### src/sid_consts.vh
// sid_consts.vh: constants for the status indicator driver
// assumes: 25 MHz system clock, registers reached over the plain strobe port
`ifndef SID_CONSTS_VH
`define SID_CONSTS_VH

// register offsets (byte addresses, one word each)
`define SID_OFF_CTRL 8'h00
`define SID_OFF_STAT 8'h04
`define SID_OFF_IRQ 8'h08
`define SID_OFF_MASK 8'h0C
`define SID_OFF_FAULT 8'h10

// control register fields
`define SID_CTRL_CARD_FITTED 0
`define SID_CTRL_HOST_STARTED 1
`define SID_CTRL_PORT1_PRESENT 2
`define SID_CTRL_RESET 8'h04

// interrupt status fields
`define SID_IRQ_MAJOR 0
`define SID_IRQ_RECOV 1
`define SID_IRQ_BADFS 2
`define SID_IRQ_W 3

// fault codes
`define SID_FAULT_NO_CARD 8'h3C
`define SID_FAULT_CARD 8'h3D

// flash half period
`define SID_TOGGLE_MS 250
`define SID_CLK_KHZ 25000
`define SID_TOGGLE_CYC (`SID_TOGGLE_MS * `SID_CLK_KHZ)

`endif

### src/sid_status_lights.v
// sid_status_lights.v: front-panel status light driver with a small register port
// assumes: status flags from the controller core share clk_i; lights are active-high
//
// Notes on behaviour
// health light flashes green during nonvolatile project store or load.
// nonrecoverable major fault clears project and holds health light steady red.
// recoverable major fault with no card fitted reports fault code 60.
// card light is off when the card has no read or write activity.
// card light flashes green while the card is read or written.
// card light flashes red when the card lacks a valid file system.
// default-config light is off when port 0 settings differ from default.
// default-config light is steady green while port 0 holds default settings.
// each port traffic light flashes green on activity; second port optional.
// steady patterns drive the light continuously without toggling.
// alternating pairs toggle and always stay in opposite states.
// flashing lights toggle; flashing pairs toggle together, in phase.
// module-state light flashes green once the host has started the card.
// the card accepts local host messages even when detached from network.
// one shared toggle timer drives all flashing and alternating patterns.
//
// The implementer's own choices: the register offsets and strobed register access.
`timescale 1ns/1ns
`include "sid_consts.vh"

module sid_status_lights #(
    parameter TOGGLE_CYC = `SID_TOGGLE_CYC
) (
    input wire clk_i,
    input wire nrst_i,
    input wire nv_busy_i,
    input wire major_fault_i,
    input wire recov_fault_i,
    input wire card_busy_i,
    input wire card_bad_fs_i,
    input wire port0_default_i,
    input wire port0_activity_i,
    input wire port1_activity_i,
    input wire selftest_i,
    input wire local_msg_i,
    input wire [7:0] addr_i,
    input wire [31:0] wdata_i,
    input wire wr_i,
    input wire rd_i,
    output reg [31:0] rdata_o,
    output reg health_green_o,
    output reg health_red_o,
    output reg card_activity_light_green_o,
    output reg card_activity_light_red_o,
    output reg default_port_config_light_o,
    output reg port0_traffic_light_o,
    output reg port1_traffic_light_o,
    output reg module_state_light_green_o,
    output reg module_state_light_red_o,
    output reg project_clear_o,
    output reg local_msg_ack_o,
    output reg irq_o
);

    reg [31:0] tmr_r;
    reg phase_r;
    reg [7:0] ctrl_r;
    reg [`SID_IRQ_W-1:0] irq_stat_r;
    reg [`SID_IRQ_W-1:0] irq_stat_nxt;
    reg [`SID_IRQ_W-1:0] mask_r;
    reg [7:0] fault_code_r;
    reg major_latch_r;
    reg [2:0] hl_state_r;
    reg [2:0] hl_state_nxt;
    reg [3:0] ms_state_r;
    reg [3:0] ms_state_nxt;
    wire [`SID_IRQ_W-1:0] ev_src;
    wire [`SID_IRQ_W-1:0] ev;
    wire card_fitted;
    wire host_started;

    // health light states, one-hot
    localparam [2:0] HL_RUN = 3'h1;
    localparam [2:0] HL_STORE = 3'h2;
    localparam [2:0] HL_FAULT = 3'h4;

    // module-state light states, one-hot
    localparam [3:0] MS_IDLE = 4'h1;
    localparam [3:0] MS_RUN = 4'h2;
    localparam [3:0] MS_TEST = 4'h4;
    localparam [3:0] MS_FAULT = 4'h8;

    assign card_fitted = ctrl_r[`SID_CTRL_CARD_FITTED];
    assign host_started = ctrl_r[`SID_CTRL_HOST_STARTED];

    // single timer so every flashing light shares one phase
    always @(posedge clk_i) begin
        if (!nrst_i) begin
            tmr_r <= 32'h00000000;
            phase_r <= 1'b0;
        end else if (tmr_r >= TOGGLE_CYC - 1) begin
            tmr_r <= 32'h00000000;
            phase_r <= ~phase_r;
        end else begin
            tmr_r <= tmr_r + 32'h00000001;
        end
    end

    // rising edges of the fault and file-system flags are events, one detector per bit;
    // detectors reset low, the idle level of every flag, so no false event follows reset
    assign ev_src[`SID_IRQ_MAJOR] = major_fault_i;
    assign ev_src[`SID_IRQ_RECOV] = recov_fault_i;
    assign ev_src[`SID_IRQ_BADFS] = card_bad_fs_i;

    genvar gi;
    generate
        for (gi = 0; gi < `SID_IRQ_W; gi = gi + 1) begin : g_edge
            reg prev_r;
            always @(posedge clk_i) begin
                if (!nrst_i) begin
                    prev_r <= 1'b0;
                end else begin
                    prev_r <= ev_src[gi];
                end
            end
            assign ev[gi] = ev_src[gi] & ~prev_r;
        end
    endgenerate

    // a nonrecoverable fault is held until reset; the project clear pulses for one cycle on each rising edge
    always @(posedge clk_i) begin
        if (!nrst_i) begin
            major_latch_r <= 1'b0;
            project_clear_o <= 1'b0;
            fault_code_r <= 8'h00;
        end else begin
            if (ev[`SID_IRQ_MAJOR])
                major_latch_r <= 1'b1;
            project_clear_o <= ev[`SID_IRQ_MAJOR];
            if (ev[`SID_IRQ_RECOV])
                fault_code_r <= card_fitted ? `SID_FAULT_CARD : `SID_FAULT_NO_CARD;
        end
    end

    // health light sequencing; the fault state is a sink that only reset leaves,
    // so the red light cannot be lost while the project is being cleared
    always @* begin
        hl_state_nxt = hl_state_r;
        case (hl_state_r)
            HL_RUN: begin
                if (ev[`SID_IRQ_MAJOR])
                    hl_state_nxt = HL_FAULT;
                else if (nv_busy_i)
                    hl_state_nxt = HL_STORE;
            end
            HL_STORE: begin
                if (ev[`SID_IRQ_MAJOR])
                    hl_state_nxt = HL_FAULT;
                else if (!nv_busy_i)
                    hl_state_nxt = HL_RUN;
            end
            HL_FAULT: begin
                hl_state_nxt = HL_FAULT;
            end
            // an upset code falls to the safe red state rather than a false green
            default: begin
                hl_state_nxt = HL_FAULT;
            end
        endcase
    end

    // module-state light follows a fixed priority; a major fault is final until reset
    always @* begin
        ms_state_nxt = ms_state_r;
        case (ms_state_r)
            MS_IDLE, MS_RUN, MS_TEST: begin
                if (major_latch_r)
                    ms_state_nxt = MS_FAULT;
                else if (selftest_i)
                    ms_state_nxt = MS_TEST;
                else if (host_started)
                    ms_state_nxt = MS_RUN;
                else
                    ms_state_nxt = MS_IDLE;
            end
            MS_FAULT: begin
                ms_state_nxt = MS_FAULT;
            end
            default: begin
                ms_state_nxt = MS_FAULT;
            end
        endcase
    end

    // state registers; the lights decode the next state so most lights keep
    // one cycle of latency from their input flag; module-state red takes two after a major fault
    always @(posedge clk_i) begin
        if (!nrst_i) begin
            hl_state_r <= HL_RUN;
            ms_state_r <= MS_IDLE;
        end else begin
            hl_state_r <= hl_state_nxt;
            ms_state_r <= ms_state_nxt;
        end
    end

    // read clears status, but a same-cycle event still sets its bit
    always @* begin
        irq_stat_nxt = irq_stat_r;
        if (rd_i && addr_i == `SID_OFF_IRQ)
            irq_stat_nxt = {`SID_IRQ_W{1'b0}};
        irq_stat_nxt = irq_stat_nxt | ev;
    end

    always @(posedge clk_i) begin
        if (!nrst_i) begin
            ctrl_r <= `SID_CTRL_RESET;
            mask_r <= {`SID_IRQ_W{1'b0}};
            irq_stat_r <= {`SID_IRQ_W{1'b0}};
            rdata_o <= 32'h00000000;
            irq_o <= 1'b0;
        end else begin
            irq_stat_r <= irq_stat_nxt;
            irq_o <= |(irq_stat_nxt & mask_r);
            if (wr_i) begin
                case (addr_i)
                    `SID_OFF_CTRL: ctrl_r <= wdata_i[7:0];
                    `SID_OFF_MASK: mask_r <= wdata_i[`SID_IRQ_W-1:0];
                    default: ;
                endcase
            end
            rdata_o <= 32'h00000000;
            if (rd_i) begin
                case (addr_i)
                    `SID_OFF_CTRL: rdata_o <= {24'h000000, ctrl_r};
                    `SID_OFF_STAT: rdata_o <= {22'h000000, selftest_i, card_bad_fs_i, card_busy_i,
                                               nv_busy_i, port1_activity_i, port0_activity_i,
                                               port0_default_i, major_latch_r, host_started, phase_r};
                    `SID_OFF_IRQ: rdata_o <= {29'h00000000, irq_stat_r};
                    `SID_OFF_MASK: rdata_o <= {29'h00000000, mask_r};
                    `SID_OFF_FAULT: rdata_o <= {24'h000000, fault_code_r};
                    default: rdata_o <= 32'h00000000;
                endcase
            end
        end
    end

    // light drivers; steady states hold a constant level
    always @(posedge clk_i) begin
        if (!nrst_i) begin
            health_green_o <= 1'b0;
            health_red_o <= 1'b0;
            card_activity_light_green_o <= 1'b0;
            card_activity_light_red_o <= 1'b0;
            default_port_config_light_o <= 1'b0;
            port0_traffic_light_o <= 1'b0;
            port1_traffic_light_o <= 1'b0;
            module_state_light_green_o <= 1'b0;
            module_state_light_red_o <= 1'b0;
            local_msg_ack_o <= 1'b0;
        end else begin
            case (hl_state_nxt)
                HL_FAULT: begin
                    health_green_o <= 1'b0;
                    health_red_o <= 1'b1;
                end
                HL_STORE: begin
                    health_green_o <= phase_r;
                    health_red_o <= 1'b0;
                end
                default: begin
                    health_green_o <= 1'b1;
                    health_red_o <= 1'b0;
                end
            endcase
            // bad file system outranks activity: data there is unusable anyway
            case ({card_bad_fs_i, card_busy_i})
                2'h2, 2'h3: begin
                    card_activity_light_green_o <= 1'b0;
                    card_activity_light_red_o <= phase_r;
                end
                2'h1: begin
                    card_activity_light_green_o <= phase_r;
                    card_activity_light_red_o <= 1'b0;
                end
                default: begin
                    card_activity_light_green_o <= 1'b0;
                    card_activity_light_red_o <= 1'b0;
                end
            endcase
            default_port_config_light_o <= port0_default_i;
            port0_traffic_light_o <= port0_activity_i & phase_r;
            port1_traffic_light_o <= ctrl_r[`SID_CTRL_PORT1_PRESENT] & port1_activity_i & phase_r;
            // both halves of the pair read the one phase bit, so they cannot drift apart
            case (ms_state_nxt)
                MS_FAULT: begin
                    module_state_light_green_o <= 1'b0;
                    module_state_light_red_o <= 1'b1;
                end
                MS_TEST: begin
                    module_state_light_green_o <= ~phase_r;
                    module_state_light_red_o <= phase_r;
                end
                MS_RUN: begin
                    module_state_light_green_o <= phase_r;
                    module_state_light_red_o <= 1'b0;
                end
                default: begin
                    module_state_light_green_o <= 1'b0;
                    module_state_light_red_o <= 1'b0;
                end
            endcase
            // no network gating: detached cards still take host messages
            local_msg_ack_o <= local_msg_i & host_started;
        end
    end

endmodule // sid_status_lights

### config.mk
export PLATFORM = sky130hd
export DESIGN_NAME = sid_status_lights
export DESIGN_NICKNAME = d
export VERILOG_FILES = /design/src/sid_status_lights.v
export VERILOG_INCLUDE_DIRS = /design/src
export SDC_FILE = /design/constraint.sdc
export NUM_CORES = 1
export LEC_CHECK = 0
export BUFFER_PORTS_ARGS = -buffer_cell sky130_fd_sc_hd__buf_2
export CAP_MARGIN = 20
export CORE_MARGIN = 5
export CORE_UTILIZATION = 57
export CTS_BUF_LIST = sky130_fd_sc_hd__clkbuf_2 sky130_fd_sc_hd__clkbuf_4 sky130_fd_sc_hd__clkbuf_8
export DETAILED_ROUTE_END_ITERATION = 8
export PLACE_DENSITY = 0.95
export SYNTH_ARGS = -nofsm -noshare
export SYNTH_HDL_FRONTEND = slang
export SYNTH_SLANG_ARGS = --single-unit
### constraint.sdc
create_clock -name clk_i -period 5.94 [get_ports clk_i]
set_clock_uncertainty 0.2 [all_clocks]
set_input_delay 0.594 -clock clk_i [delete_from_list [all_inputs] [get_ports clk_i]]
set_output_delay 0.594 -clock clk_i [all_outputs]
set_load 0.005 [all_outputs]
# Yosys cells after proc, flatten, opt, wreduce, memory -nomap -nowiden
# Cells that the tools add are included.
# totals
reg_bits,110
output_inout_bits,44
word_cells,85
# op_classes
order_cmp,1
reduce_logical,11
addsub,1
n_mux,16
n_eq_ne,17
bitwise,14
# ops
operator,n
10-bit case mux with 5 select lines,1
32-bit by 1-bit adder with 32-bit output (second input constant),1
32-bit by 23-bit greater-or-equal comparator with 1-bit output (second input constant),1
3-bit two-way mux,6
8-bit by 4-bit equality test with 1-bit output (second input constant),2
2-bit AND reduction,5
4-bit by 2-bit equality test with 1-bit output (second input constant),2
4-bit by 3-bit equality test with 1-bit output (second input constant),2
8-bit by 3-bit equality test with 1-bit output (second input constant),1
8-bit by 5-bit equality test with 1-bit output (second input constant),1
8-bit zero test,1
4-bit two-way mux,2
1-bit AND,7
3-bit by 2-bit equality test with 1-bit output (second input constant),2
1-bit case mux with 2 select lines,3
3-bit case mux with 2 select lines,1
3-bit OR reduction,2
1-bit NOT,5
2-bit equality test (second input constant),2
4-bit by 1-bit equality test with 1-bit output (second input constant),1
4-bit equality test (second input constant),1
2-bit OR reduction,2
3-bit AND,1
3-bit by 1-bit equality test with 1-bit output (second input constant),1
other kinds (6),7

# Longest topological paths before layout
# logic_depth
ltp_word,6
mapped_depth,7
ltp_nobuf,5

# Worst setup path after synthesis
# Ideal clock, no wire load.
# synth_timing
path_kind,input port to flip-flop
startpoint,input addr_i[1]
endpoint,register ctrl_r[0]
t_required_ns,5.670
setup_slack_ns,3.758
arrival_ns,1.911
path_stages,6
path_buffers,2
setup_time_ns,0.070
path_cell_list,nor4_1 -> and3_1 -> clkbuf_1 -> buf_2 -> nand3_1 -> a21oi_1
# synth_via
elab_chain_cells,2
# synth_rtl
item,line_no,rtl
start: declaration,sid_status_lights.v:40,"input wire [7:0] addr_i,"
8-bit zero test,sid_status_lights.v:220,case (addr_i)
2-bit AND reduction (no source line),-,
end signal: assignment,sid_status_lights.v:211,ctrl_r <= `SID_CTRL_RESET;
end signal: assignment,sid_status_lights.v:221,`SID_OFF_CTRL: ctrl_r <= wdata_i[7:0];
end: declaration,sid_status_lights.v:61,reg [7:0] ctrl_r;
# Every way passes these cells.
# A chain may end at the register's enable or synchronous reset.

# Final worst setup path
# layout_timing
startpoint,register tmr_r[8]
endpoint,register tmr_r[13]
# layout_via
elab_chain_cells,2
# layout_rtl
item,line_no,rtl
start: declaration,sid_status_lights.v:59,reg [31:0] tmr_r;
start signal: assignment,sid_status_lights.v:99,tmr_r <= tmr_r + 32'h00000001;
32-bit by 23-bit greater-or-equal comparator with 1-bit output,sid_status_lights.v:95,end else if (tmr_r >= TOGGLE_CYC - 1) begin
2-bit OR reduction (no source line),-,
# Several ways; a longest one is shown, not always the timed one.

==> impl_results.md <==
* Pwr Density at 266 nW/µm²
* Yosys warns at 0
* Most frequent cells in the layout: 82 x dfxtp_1, 51 x buf_2, 37 x nor2_1, 31 x conb_1, 29 x nand2_1
* First-pass GRT wire length at between 10000 and 15000 µm
* CTS sink count at 82
* Area contributors post-synth: dfxtp_1 50%, buf_4 5.0%, nor2_1 4.2%
* # DRC at 0
* Detailed Place HPWL at approximately 5000 µm
* Static Leak at 1.51 nW
* Critical Path Max Stage Delay at between 0.7 and 0.8 ns
* Vias at approximately 2800
* Slew Viols, Final at 0
* Final Util at around two thirds
* Final hold violations at 0
* Clock transition at path regs at approximately 0.08 ns
* Placed cell area at between 3000 and 4000 µm²
* Routed WL at about 7300 µm
* Clk buf depth at 2
* RD Place Congestion at 0.866
* TritonRoute pass-1 iters at 7
* Slew @ Worst Pin at ~0.84 ns
* Max VDD drop at approximately 0.20 mV
* Seq/Total Area, Yosys at about half
* Area Overhead vs Synth at 11.8%
* Global route overflow at 0
* Vias in the first global route at 2617
* Mux share of post-synthesis cell area at 2.84%
* Inserted Diodes at 0
* Mapped cell area at around 3300 µm²
* Die area at approximately 7400 µm²
* CP arrival at between 2 and 3 ns
* CTS tree: built
* Switching Fraction at between 20 and 25%
* Crit end category: flop
* Compound-cell area share of the yosys netlist at about an eighth
* Post-layout power at 0.981 mW
* Adder-Cell Fraction of Synth Area at less than 1%
* Crit path max fanout at 22
* Drt wl/cell at roughly 15 µm
* Unrepaired setup endpoints after global routing: false
* Critical path startpoint category: flop
* Largest net degree at the start of global routing at 23
* Layout cell share with drive strength beyond 1 at roughly a fifth
* Gates resized, CTS repair at 0
* XOR/XNOR Fraction of Synth Area at under 10%
* Post-CTS Hold Fix Bufs at 0
* NetSw at roughly 0.22 mW
* Fin crit period at 2.49 ns
* Combinational power share at approximately 5.3%
* Slowest-stage cell, CP: a2111o_1
* Fmax at ~400 MHz
* Crit-path cells: or4_1, or3_1, a2111o_1, a21oi_1
* Fin area at roughly 3700 µm²
* CTS Root Cell: clkbuf_8
* Placed cells at 472
* H-tree levels at 3
* Die H at approximately 86 µm
* CP required at between 6 and 7 ns
* # setup viols final at 0
* Core area at 5570 µm²
* Clock share of power at 36.5%
* Final non-filler cell total at just under 500
* Num ports at 98
* Sequential fraction of design power at about three fifths
* MaxCap Viol Count at 0
* Post-synthesis cell type count at 43
* Postcts setup bufs at 0
* Syn_area_per_cell at ~9 µm²
* Max-slew headroom at a little over two fifths
* CP Class: reg2reg
* Final layout net count at roughly 470
* Initial antenna violation count at 0
* #FFs+latches synth at 82
* Iteration-0 DRC Markers at 214
* Synth top area share at between 40 and 50%
* Antenna-violating nets left at 0
* IO Port Bufs at roughly 50
* Status: finished clean
* Most common cell after layout, fill and taps aside: dfxtp_1
* Worst R2R Setup Slack at around 3.4 ns
* Cell taking the most area after synthesis: dfxtp_1
* Die X at 86.1 µm
* Cells after Synth at 357
* Internal power at about 0.76 mW
* Clock latency on the worst-skew pair at roughly 0.36 ns
* Initial core utilization at between 50% and 60%
* Setup TNS at 0 ns
* Worst Hold Class: reg2reg
* Synth Area in Simple Gates at 23.3%
* CTS buffer count at 9
* Final period util at between 40% and 50%
* Main combinational cell family by area after synthesis: simple AND/OR/NAND/NOR gates
* GRT Util Overall at 20.3%
* Rows at 27
* Number of vias per cell at roughly 5.7
registers in the layout, summed over array words and instances, names as in the netlist, 2 cells and up:
signal / cells
g_edge.prev_r: 3
tmr_r: 32
mask_r: 3
hl_state_r: 3
rdata_o: 10
fault_code_r: 2
ms_state_r: 4
irq_stat_r: 3
ctrl_r: 8
per-stage QoR:
step	hold slack [ns]	worst slack (ns)
6_report	0.239	3.45
5_1_grt	0.245	3.31
4_1_cts	0.239	3.44
3_5_place_dp	0.231	3.24
3_3_place_gp	0.224	3.28
2_1_floorplan	0.211	3.76
cells in the mapped netlist, drive strengths merged:
cell,instances
conb,1
nor3b,4
or4,8
a21boi,1
clkbuf,13
a2bb2oi,2
a2111o,1
o211a,1
and2,8
or3,5
or2,2
a21oi,27
a2111oi,1
nand4,11
dfxtp,82
nand2,29
xor2,9
ha,1
a22oi,9
nand3,16
buf,25
mux2,3
xnor2,4
mux2i,6
o31ai,6
and4b,1
nor4bb,1
nand3b,1
o21ai,7
nor3,3
o21a,1
and3,12
nor2,37
and4,3
inv,5
nor4,2
a211oi,4
nor2b,5
final timing paths:
path	endpoint	depth (start not counted)	startpoint
worst max register to register	tmr_r[13]	4	tmr_r[8]
worst min-delay path	tmr_r[0]	1	tmr_r[0]
worst max-delay path	tmr_r[13]	4	tmr_r[8]
worst min register to register	tmr_r[0]	1	tmr_r[0]
per-layer routing:
metal / share of wire [%] / track usage, %
met1: 40 / 23.2
met2: 48 / 33.6
met3: 8.6 / 6.82
met4: 4.1 / 10.1
met5: 0 / 0
cell families after synthesis:
family / count (synthesis)
XOR/XNOR: 13
other: 1
adder cells (fa/ha/maj): 1
buffers and inverters: 43
flip-flops: 82
AO/OA/AOI/OAI: 60
AND/OR/NAND/NOR: 148
multiplexers: 9
power by group through the flow:
stage               registers [mW]  clock network (mW)  logic, mW
floorplan                    0.581                   0     0.0386
CTS                          0.570               0.362     0.0509
global placement             0.582                   0     0.0477
detailed placement           0.582                   0     0.0498
global route                 0.571               0.389     0.0574
finish                       0.570               0.358     0.0522
area by class of cell:
class                   count  area (µm²)
inverters                   5        18.8
repair buffers             51         255
well taps                  72        90.1
fillers                   412        1880
multi-input cells         262        1510
clock inverters             3        15.0
clock buffers              12         159
flip-flops and latches     82        1640
critical path: cells and delay by family (launching register included):
| family | cells | cell delay [ns] |
|---|---|---|
| compound gates | 2 | 0.96 |
| flops | 1 | 0.35 |
| simple gates | 2 | 0.90 |
Power figures use the tool's default switching activity.
